===== src/rtl/sar_pkg.sv =====
// Shared constants for both ends of the serial converter link.
package sar_pkg;

    // ********************************************************
    // Word sizes
    // ********************************************************
    localparam int unsigned ADDR_W     = 4;
    localparam int unsigned RES_W      = 10;
    localparam int unsigned NUM_CH     = 11;
    localparam int unsigned FIFO_DEPTH = 4;

    // ********************************************************
    // Timing
    // ********************************************************
    localparam int unsigned CLK_PERIOD_NS = 40;
    localparam int unsigned CONV_TIME_NS  = 44000;
    // Longest time, so the cycle count rounds down.
    localparam int unsigned CONV_CYC      = CONV_TIME_NS / CLK_PERIOD_NS;
    localparam int unsigned STEP_CYC      = CONV_CYC / RES_W;
    localparam int unsigned SCLK_HALF_CYC = 4;

    // ********************************************************
    // Synchroniser lanes and reset values
    // ********************************************************
    localparam int unsigned SYNC_W   = 3;
    localparam int unsigned LANE_CS  = 2;
    localparam int unsigned LANE_CLK = 1;
    localparam int unsigned LANE_DIN = 0;
    localparam logic [RES_W-1:0]  SAR_FIRST  = 10'h200;
    localparam logic [RES_W-1:0]  RESULT_RST = 10'h000;
    localparam logic [ADDR_W-1:0] ADDR_RST   = 4'h0;
    localparam logic              EOC_RST    = 1'b1;

endpackage


===== src/rtl/sar_link_if.sv =====
// Serial link between the converter and its host.
`timescale 1ns/1ps
interface sar_link_if;
    logic cs_n;
    logic sclk;
    logic din;
    logic dout;
    logic eoc;

    modport adc (
        input  cs_n,
        input  sclk,
        input  din,
        output dout,
        output eoc
    );

    modport host (
        output cs_n,
        output sclk,
        output din,
        input  dout,
        input  eoc
    );
endinterface


===== src/rtl/sar_adc_dev.sv =====
// Converter end: serial slave port plus successive approximation core.
//
// How it works
// - Select low starts address receive and result send.
// - Full address received starts a new conversion.
// - Previous result shifts out while address shifts in.
// - Internal timebase steps the approximation register.
// - Finished value held in result register until sent.
// - Conversion-done goes high when conversion finishes.
// - Host raises select before the next transaction.
// - Result MSB appears once select falls, MSB first.
// - Output advances one bit after each falling clock.
// - After ten bits the output stays low.
// - Address bits taken on rising clock, MSB first.
// - Data input ignored after the fourth address bit.
// - Host drives the shift clock for both registers.
// - Selected one of eleven inputs becomes ten bits.
// - Each conversion completes within 44 microseconds.
// - Keep bit if input exceeds trial, then halve.
// - Conversion-done goes low on tenth falling clock.
// - Host raises select after the result bits.
`timescale 1ns/1ps
module sar_adc_dev #(
    parameter int unsigned NUM_CH = sar_pkg::NUM_CH
) (
    // Clock and reset
    input  wire logic                           ref_clk,
    input  wire logic                           arst_n,
    // Serial link
    sar_link_if.adc                             link,
    // Sampled input levels, channel 0 in the low bits
    input  wire logic [NUM_CH*sar_pkg::RES_W-1:0] ain_level,
    // Status
    output logic      [sar_pkg::RES_W-1:0]      result,
    output logic                                busy
);
    import sar_pkg::*;

    // ********************************************************
    // Parameter check
    // ********************************************************
    // The address is four bits wide, so no more than sixteen inputs.
    if (NUM_CH < 1 || NUM_CH > (1 << ADDR_W)) begin : g_bad_ch
        $error("NUM_CH must lie between 1 and 16");
    end

    typedef enum logic {
        SAR_IDLE,
        SAR_RUN
    } sar_state_t;

    localparam int unsigned STEP_W = $clog2(STEP_CYC);
    localparam logic [STEP_W-1:0] STEP_LAST = STEP_W'(STEP_CYC - 1);
    localparam logic [2:0] ADDR_LAST = 3'(ADDR_W - 1);
    localparam logic [3:0] TX_LAST   = 4'(RES_W - 1);

    // ********************************************************
    // Pin synchronisers
    // ********************************************************
    logic [SYNC_W-1:0] pin_in;
    logic [SYNC_W-1:0] meta_ff;
    logic [SYNC_W-1:0] sync_ff;
    logic [SYNC_W-1:0] prev_ff;

    assign pin_in[LANE_CS]  = link.cs_n;
    assign pin_in[LANE_CLK] = link.sclk;
    assign pin_in[LANE_DIN] = link.din;

    // The shift clock is only sampled, never used as a clock.
    for (genvar i = 0; i < SYNC_W; i++) begin : g_sync
        always_ff @(posedge ref_clk or negedge arst_n) begin
            if (!arst_n) begin
                meta_ff[i] <= 1'b1;
                sync_ff[i] <= 1'b1;
                prev_ff[i] <= 1'b1;
            end else begin
                meta_ff[i] <= pin_in[i];
                sync_ff[i] <= meta_ff[i];
                prev_ff[i] <= sync_ff[i];
            end
        end
    end

    wire sel_on    = ~sync_ff[LANE_CS];
    wire sel_fall  = prev_ff[LANE_CS] & ~sync_ff[LANE_CS];
    wire sclk_rise = sel_on & ~prev_ff[LANE_CLK] & sync_ff[LANE_CLK];
    wire sclk_fall = sel_on & prev_ff[LANE_CLK] & ~sync_ff[LANE_CLK];
    wire din_s     = sync_ff[LANE_DIN];

    // ********************************************************
    // Address receiver
    // ********************************************************
    logic [ADDR_W-1:0] addr_ff;
    logic [2:0]        rx_cnt_ff;

    wire rx_open = rx_cnt_ff <= ADDR_LAST;
    wire rx_take = sclk_rise & rx_open;
    wire rx_done = rx_take & (rx_cnt_ff == ADDR_LAST);
    wire [ADDR_W-1:0] nxt_addr = {addr_ff[ADDR_W-2:0], din_s};

    always_ff @(posedge ref_clk or negedge arst_n) begin
        if (!arst_n) begin
            addr_ff   <= ADDR_RST;
            rx_cnt_ff <= 3'h0;
        end else if (sel_fall) begin
            rx_cnt_ff <= 3'h0;
        end else if (rx_take) begin
            addr_ff   <= nxt_addr;
            rx_cnt_ff <= rx_cnt_ff + 3'h1;
        end
    end

    // ********************************************************
    // Result transmitter
    // ********************************************************
    logic [RES_W-1:0] tx_sh_ff;
    logic [3:0]       tx_cnt_ff;
    logic             dout_ff;
    logic             eoc_ff;

    wire tx_tenth = sclk_fall & (tx_cnt_ff == TX_LAST);
    wire [RES_W-1:0] tx_next = {tx_sh_ff[RES_W-2:0], 1'b0};

    // Zeros fill from the bottom, so the line is low after bit ten.
    always_ff @(posedge ref_clk or negedge arst_n) begin
        if (!arst_n) begin
            tx_sh_ff  <= RESULT_RST;
            tx_cnt_ff <= 4'h0;
            dout_ff   <= 1'b0;
        end else if (sel_fall) begin
            tx_sh_ff  <= result;
            tx_cnt_ff <= 4'h0;
            dout_ff   <= result[RES_W-1];
        end else if (!sel_on) begin
            dout_ff   <= 1'b0;
        end else if (sclk_fall) begin
            tx_sh_ff  <= tx_next;
            dout_ff   <= tx_next[RES_W-1];
            if (tx_cnt_ff != 4'hF) begin
                tx_cnt_ff <= tx_cnt_ff + 4'h1;
            end
        end
    end

    // ********************************************************
    // Input selection
    // ********************************************************
    logic [RES_W-1:0] lvl [NUM_CH];

    for (genvar c = 0; c < NUM_CH; c++) begin : g_chan
        assign lvl[c] = ain_level[c*RES_W +: RES_W];
    end

    // An address beyond the last input converts as zero.
    wire              ch_ok  = 32'(nxt_addr) < NUM_CH;
    wire [RES_W-1:0]  ch_lvl = ch_ok ? lvl[nxt_addr] : RESULT_RST;

    // ********************************************************
    // Successive approximation core
    // ********************************************************
    sar_state_t       state_ff;
    logic [RES_W-1:0] hold_ff;
    logic [RES_W-1:0] sar_ff;
    logic [RES_W-1:0] wt_ff;
    logic [STEP_W-1:0] step_ff;
    logic [RES_W-1:0] result_ff;

    wire step_end = (state_ff == SAR_RUN) & (step_ff == STEP_LAST);
    wire keep     = hold_ff > sar_ff;
    wire [RES_W-1:0] nxt_sar = (keep ? sar_ff : (sar_ff & ~wt_ff))
                             | (wt_ff >> 1);
    wire conv_end = step_end & wt_ff[0];

    // A new address restarts the core even mid conversion.
    always_ff @(posedge ref_clk or negedge arst_n) begin
        if (!arst_n) begin
            state_ff <= SAR_IDLE;
            hold_ff  <= RESULT_RST;
            sar_ff   <= RESULT_RST;
            wt_ff    <= RESULT_RST;
            step_ff  <= '0;
        end else if (rx_done) begin
            state_ff <= SAR_RUN;
            hold_ff  <= ch_lvl;
            sar_ff   <= SAR_FIRST;
            wt_ff    <= SAR_FIRST;
            step_ff  <= '0;
        end else begin
            case (state_ff)
                SAR_IDLE: begin
                    step_ff <= '0;
                end
                SAR_RUN: begin
                    step_ff <= step_end ? '0 : step_ff + 1'b1;
                    if (step_end) begin
                        sar_ff <= nxt_sar;
                        wt_ff  <= wt_ff >> 1;
                    end
                    if (conv_end) begin
                        state_ff <= SAR_IDLE;
                    end
                end
                default: begin
                    state_ff <= SAR_IDLE;
                end
            endcase
        end
    end

    // ********************************************************
    // Result register and conversion-done flag
    // ********************************************************
    // The finishing conversion wins over the tenth clock edge.
    always_ff @(posedge ref_clk or negedge arst_n) begin
        if (!arst_n) begin
            result_ff <= RESULT_RST;
            eoc_ff    <= EOC_RST;
        end else if (conv_end) begin
            result_ff <= nxt_sar;
            eoc_ff    <= 1'b1;
        end else if (tx_tenth) begin
            eoc_ff    <= 1'b0;
        end
    end

    assign result    = result_ff;
    assign busy      = state_ff == SAR_RUN;
    assign link.dout = dout_ff;
    assign link.eoc  = eoc_ff;

endmodule


===== src/flat_wrapper.sv =====
// flat-port wrapper written by rule: the top's interface ports become plain ports
module sar_adc_dev_flat import sar_pkg::*;
#(
    parameter int unsigned NUM_CH = sar_pkg::NUM_CH
)
  (ref_clk, arst_n, ain_level, result, busy, link_cs_n, link_sclk, link_din, link_dout, link_eoc);
  sar_link_if link_i ();
  input  wire logic ref_clk;
  input  wire logic arst_n;
  input  wire logic [NUM_CH*sar_pkg::RES_W-1:0] ain_level;
  output logic      [sar_pkg::RES_W-1:0] result;
  output logic busy;
  input wire logic [$bits(link_i.cs_n)-1:0] link_cs_n;
  input wire logic [$bits(link_i.sclk)-1:0] link_sclk;
  input wire logic [$bits(link_i.din)-1:0] link_din;
  output wire logic [$bits(link_i.dout)-1:0] link_dout;
  output wire logic [$bits(link_i.eoc)-1:0] link_eoc;
  assign link_i.cs_n = link_cs_n;
  assign link_i.sclk = link_sclk;
  assign link_i.din = link_din;
  assign link_dout = link_i.dout;
  assign link_eoc = link_i.eoc;
  sar_adc_dev #(.NUM_CH(NUM_CH)) u_core (.ref_clk(ref_clk), .arst_n(arst_n), .link(link_i), .ain_level(ain_level), .result(result), .busy(busy));
endmodule

===== config.mk =====
export PLATFORM = sky130hd
export DESIGN_NAME = sar_adc_dev_flat
export DESIGN_NICKNAME = d
export VERILOG_FILES = /design/src/rtl/sar_pkg.sv /design/src/rtl/sar_link_if.sv /design/src/rtl/sar_adc_dev.sv /design/src/flat_wrapper.sv
export SDC_FILE = /design/constraint.sdc
export NUM_CORES = 1
export LEC_CHECK = 0
export BUFFER_PORTS_ARGS = -buffer_cell sky130_fd_sc_hd__buf_2
export CORE_MARGIN = 3
export CORE_UTILIZATION = 50
export DETAILED_ROUTE_END_ITERATION = 16
export PLACE_DENSITY_LB_ADDON = 0.15
export SLEW_MARGIN = 20
export SYNTH_ARGS = -nofsm -noshare
export SYNTH_HDL_FRONTEND = slang
export SYNTH_SLANG_ARGS = --single-unit

===== constraint.sdc =====
create_clock -name ref_clk -period 3.5 [get_ports ref_clk]
set_clock_uncertainty 0.05 [all_clocks]
set_input_delay 0.175 -clock ref_clk [delete_from_list [all_inputs] [get_ports ref_clk]]
set_output_delay 0.175 -clock ref_clk [all_outputs]
set_load 0.01 [all_outputs]

# --- After elaboration in Yosys (flattened, before gate mapping) ---
# Index checks and enable logic that the tools add are counted.
# Widths: inputs -> output; s select.
word_totals:
  in_bits: 115
  out_inout_bits: 13
  word_cells: 93
  register_bits: 77
classes:
  magnitude_cmp: 4
  n_mux: 31
  n_bitwise: 19
  n_eq_ne: 5
  n_reduce_logical: 11
  n_addsub: 3
ops:
  columns: ["cell", "n"]
  rows:
  - ["$mux 10", 10]
  - ["$bmux 10 s4", 1]
  - ["$mux 9", 3]
  - ["$mux 4", 4]
  - ["$mux 7", 2]
  - ["$pmux 7 s2", 1]
  - ["$reduce_bool 2->1", 6]
  - ["$and 1x1->1", 10]
  - ["$and 10x10->10", 1]
  - ["$gt 10x10->1", 1]
  - ["$not 10->10", 1]
  - ["$or 10x9->10", 1]
  - ["$mux 1", 8]
  - ["$add 7x1->7 const B", 1]
  - ["$eq 7x7->1 const B", 1]
  - ["$mux 3", 2]
  - ["$reduce_and 2->1", 3]
  - ["$ge 5x5->1 const B", 1]
  - ["$not 1->1", 5]
  - ["$not 4->5", 1]
  - ["$add 4x1->4 const B", 1]
  - ["$eq 4x4->1 const B", 1]
  - ["$lt 4x4->1 const B", 1]
  - ["$ne 4x4->1 const B", 1]
  - ["other kinds (6)", 6]

# --- Logic depth before layout (Yosys ltp) ---
logic_depth:
  depth_word: 7
  ltp_mapped: 8

# --- Worst setup path after synthesis ---
# No wires, ideal clock.
synth_path:
  kind: "flip-flop to flip-flop"
  startpoint: "register u_core.sar_ff[9]"
  endpoint: "register u_core.sar_ff[0]"
  setup_ns: 0.118
  synth_period_minus_slack_ns: 2.074
  slack_ns: 1.426
  arrival_ns: 1.906
  path_stages_with_launch: 9
  required_time_ns: 3.332
  path_buffers: 1
  path_cell_list: "dfrtp_1 -> inv_1 -> ha_1 -> a21oi_2 -> o21a_1 -> or4b_4 -> and3_1 -> buf_6 -> a21o_1"
synth_between:
  elab_chain_len: 6
synth_rtl:
  columns: ["element", "line", "rtl"]
  rows:
  - ["from (decl)", "sar_adc_dev.sv:163", "logic [RES_W-1:0] sar_ff;"]
  - ["from (signal assigned)", "sar_adc_dev.sv:196", "sar_ff <= nxt_sar;"]
  - ["$gt 10x10->1", "sar_adc_dev.sv:169", "wire keep = hold_ff > sar_ff;"]
  - ["$mux 10", "sar_adc_dev.sv:170", "wire [RES_W-1:0] nxt_sar = (keep ? sar_ff : (sar_ff & ~wt_ff))"]
  - ["$or 10x9->10", "sar_adc_dev.sv:171", "| (wt_ff >> 1);"]
  - ["$mux 10", "sar_adc_dev.sv:195", "if (step_end) begin"]
  - ["$mux 10", "sar_adc_dev.sv:189", "case (state_ff)"]
  - ["$mux 10", "sar_adc_dev.sv:182", "end else if (rx_done) begin"]
# No other way between the ends. The select of a mux whose other input is x is not followed.
# A chain may end at the register's enable or synchronous reset.

# --- Worst setup path after layout ---
layout_path:
  startpoint: "register u_core.sync_ff[0], in the netlist u_core.din_s"
  endpoint: "register u_core.hold_ff[5]"
layout_between:
  elab_chain_len: 5
  elab_cells_between_ends: 6
  cone_classes: "1 x order compare; 4 x mux; 1 x bitwise"
layout_rtl:
  columns: ["element", "line", "rtl"]
  rows:
  - ["from (decl)", "sar_adc_dev.sv:62", "logic [SYNC_W-1:0] sync_ff;"]
  - ["from (signal, indexed assignment)", "sar_adc_dev.sv:78", "sync_ff[i] <= meta_ff[i];"]
  - ["$not 4->5 (implied by the code)", "sar_adc_dev.sv:156", "wire [RES_W-1:0] ch_lvl = ch_ok ? lvl[nxt_addr] : RESULT_RST;"]
  - ["$bmux 10 s4", "sar_adc_dev.sv:156", null]
  - ["$mux 10 (implied by the code) (2 in series)", "sar_adc_dev.sv:156", null]
  - ["$mux 10 *", "sar_adc_dev.sv:156", null]
  - ["to (signal assigned)", "sar_adc_dev.sv:184", "hold_ff <= ch_lvl;"]
  - ["to (decl)", "sar_adc_dev.sv:162", "logic [RES_W-1:0] hold_ff;"]
# Every way passes the cells marked *; elsewhere a longest branch is shown, timed or not. The select of a mux whose other input is x is not followed.

==> impl_results.md <==
* Hold Slack at ~0.13 ns
* NumNets Final at around 670
* Post-synth ARST share at 1.00
* Area Overhead vs Synth at 21.6%
* Leakage at between 2 and 2.5 nW
* # resized after CTS at 0
* Max Freq at 427 MHz
* FF/Latch Area at a little under 0.002 mm2
* Final WL at 11.0 mm
* Share of cells above drive strength 1 at 0.349
* Reg-to-Reg Start: u_core.din_s
* Fin crit share at 0.669
* Final Max Tran Viols at 0
* H-tree levels at 3
* Slowest cell on crit path: dfstp_2
* Wire length on met3 at 624 um
* Initial antenna violation count at 0
* Synth top area cells: dfrtp_1 (39%), mux4_2 (10%), mux2i_1 (6.8%), dfstp_2 (5.4%), nand2_1 (4.7%)
* Top_reg_cell synth: dfrtp_1
* All-Layer GR Usage at 0.232
* Cell area after synthesis at about 0.0044 mm2
* Worst Path Arrival at between 2 and 3 ns
* Critical Path Source: u_core.din_s
* Final Hold Vio Count at 0
* Synth top area share at 0.386
* Post-synth EDFFs at 0
* Critical Path Source Type: register
* Root buf cell: clkbuf_8
* Syn nets at roughly 540
* Cell Pwr Density at 415 mW/mm2
* Die ar. at 0.00998 mm2
* Die Width at approximately 100 um
* Clk buf depth at 2
* Synth area leader: dfrtp_1
* CTS Sinks at a little under 80
* Largest stage delay, worst path at 1.04 ns
* Iter 0 DRT Violations at roughly 120
* Met1 wire length at ~4.5 mm
* Yosys reg bits at 77
* Crit-path leading delay family: flip-flops
* Hold Buf Count CTS at 4
* # IOs at 128
* Starting Density at 0.526
* Postcts setup bufs at 0
* RSZ-0062 raised after global routing: no
* Number of buffers created by CTS at 9
* TritonCTS clock tree: done
* Die height at 99.9 um
* Vias in the first global route at approximately 3,700
* DP HPWL at 8.58 mm
* Via count at 3,647
* Finished Layout Cells at between 600 and 700
* DR top layer: met4
* Crit end category: register
* Least-Margin Pin Slew at around 0.94 ns
* Number of buffers added on ports at 127
* Filler instances at 711
* Gate Count Post-Synth at about 400
* Hold_sp: ain_level[90]
* Final TNS setup at 0 ns
* Worst-path clk slew at 0.08 ns
* DR WL/cell at approximately 17 um
* CP Cell Sequence: mux4_2, mux2i_1, nor3_1, a221o_1
* Detail Route Antenna Nets at 0
* Final setup fails at 0
* Run status: completed
* Footprint of the multi-input gates at ~0.0022 mm2
* Synth unique cells at 46
* CP Data Required Time at approximately 3.7 ns
* R2R Setup Slk at 1.16 ns
* Placed insts at between 600 and 700
* Crit path kind: register to register
* Max VDD drop at ~0.00023 V
* Relative slew slack at 0.372
* Type of the most critical hold path: input port to register
* Antenna Cells at 0
* Critical path buffers and inverters at 0
* Via density per instance at roughly 5.6
* Core Rows at 33
* Core area at approximately 0.0084 mm2
* Global-route wire length before repair at between 15 and 20 mm
* # Max-Cap Violations at 0
* Seq/Total Area, Yosys at 0.440
* CP max FO at 29
* Grt total ovfl at 0
* Clk Latency, worst-skew pair at between 0.3 and 0.4 ns
* Drt pass-1 iters at 4
* Placer congestion estimate at approximately 0.8
* Largest net degree at the start of global routing at 78
* Final Critical Period at about 2.3 ns
* Synth warnings at 0
* Avg Inst Size Synth at 10.7 um2
* Met2 wire len at about 5.6 mm
* Drt drc at 0
==> synthesized netlist by cell type (3+ instances only) <==
library cell and count:
nor2b_1 3, mux2_2 3, nor3_1 10, a21oi_1 31, a31oi_1 9, dfstp_2 9, nand3_1 6, inv_1 25
buf_2 7, mux4_2 20, clkbuf_1 11, buf_6 4, dfrtp_1 68, o2bb2ai_1 8, nand2_1 55, o21ai_0 21
xnor2_1 5, a21boi_0 8, a221o_1 10, mux2i_1 30, ha_1 16, nor2_1 17
==> cells in the final DEF (no fill, tap or decap), types with 2 or more instances in the layout <==
master           n
dlygate4sd3_1    4
clkbuf_8         9
and3_1           2
o21a_1           2
a31oi_1          9
bufinv_16        2
o21ai_0         21
a221o_1         10
and2_1           2
a32oi_1          2
mux4_2          20
dfrtp_1         68
nand2_1         55
o2bb2ai_1        8
xor2_1           2
or3_1            2
nor2_1          17
nor3_1          10
nand2b_1         2
xnor2_1          5
clkinvlp_4       4
nor3b_2          2
a211oi_1         2
o31ai_1          2
mux2i_1         30
nor2b_1          3
a21oi_2          2
inv_1           25
a21boi_0         8
ha_1            16
dfstp_2          9
buf_4            8
nand4_1          2
mux2_2           3
buf_2          126
a21oi_1         31
nand3_1          6
==> registers in the layout, summed over array words and instances, names as in the netlist <==
| name | flops |
|---|---|
| u_core.tx_sh_ff | 9 |
| u_core.addr_ff | 3 |
| u_core.sync_ff | 2 |
| u_core.link.dout | 1 |
| u_core.step_ff | 7 |
| u_core.tx_cnt_ff | 4 |
| u_core.sar_ff | 10 |
| u_core.busy | 1 |
| u_core.hold_ff | 10 |
| u_core.din_s | 1 |
| u_core.rx_cnt_ff | 3 |
| u_core.wt_ff | 10 |
| u_core.link.eoc | 1 |
| u_core.prev_ff | 2 |
| u_core.result | 10 |
| u_core.meta_ff | 3 |
==> final timing paths <==
path | cells past startpoint | to
setup / recovery | 4 | u_core.hold_ff[5]
hold / removal | 4 | u_core.hold_ff[0]
setup reg to reg | 4 | u_core.hold_ff[5]
hold reg to reg | 0 | u_core.sync_ff[2]
max in group asynchronous | 2 | u_core.sar_ff[3]
min in group asynchronous | 2 | u_core.wt_ff[7]
==> power breakdown <==
| group | total (mW) | leakage [nW] | switching (mW) | internal [mW] |
|---|---|---|---|---|
| registers | 1.03 | 1.01 | 0.0924 | 0.940 |
| logic | 0.449 | 1.35 | 0.199 | 0.250 |
| clock network | 0.743 | 0.0981 | 0.340 | 0.403 |
==> layer usage <==
metal	vias up	track usage
met2	128	0.389
met1	1743	0.288
met3	26	0.0410
met4	0	0.113
met5	-	0
li1	1750	-
==> final cells by class <==
type	instances	area share
timing repair buffer	138	0.136
tap	105	0.0245
multi-input combinational	286	0.418
sequential	77	0.362
inverter	25	0.0175
clock inverter	7	0.0184
clock buffer	9	0.0231
==> cells by family after synthesis <==
| kind of cell | synth area share |
|---|---|
| simple gates | 0.115 |
| xor+xnor | 0.0139 |
| mux | 0.178 |
| compound gates | 0.156 |
| flops | 0.440 |
| buf+inv | 0.0514 |
| fa+ha+maj | 0.0454 |
==> tightest hold or removal path: stages <==
cell	delay (ns)
buf_2	0.08
nand2_1	0.04
o21ai_0	0.06
a221o_1	0.13
==> metrics by stage <==
step	power [mW]	utilization	setup slack, ns	area (um2)
after floorplan	1.36	-	1.43	4410
after global placement	1.49	0.608	1.21	5100
after detailed placement	1.50	0.608	1.12	5100
after CTS	2.25	0.639	1.10	5360
after global routing	2.34	0.639	0.998	5360
final	2.22	0.639	1.16	5360
Note: power is estimated with default switching activity, not from simulation.
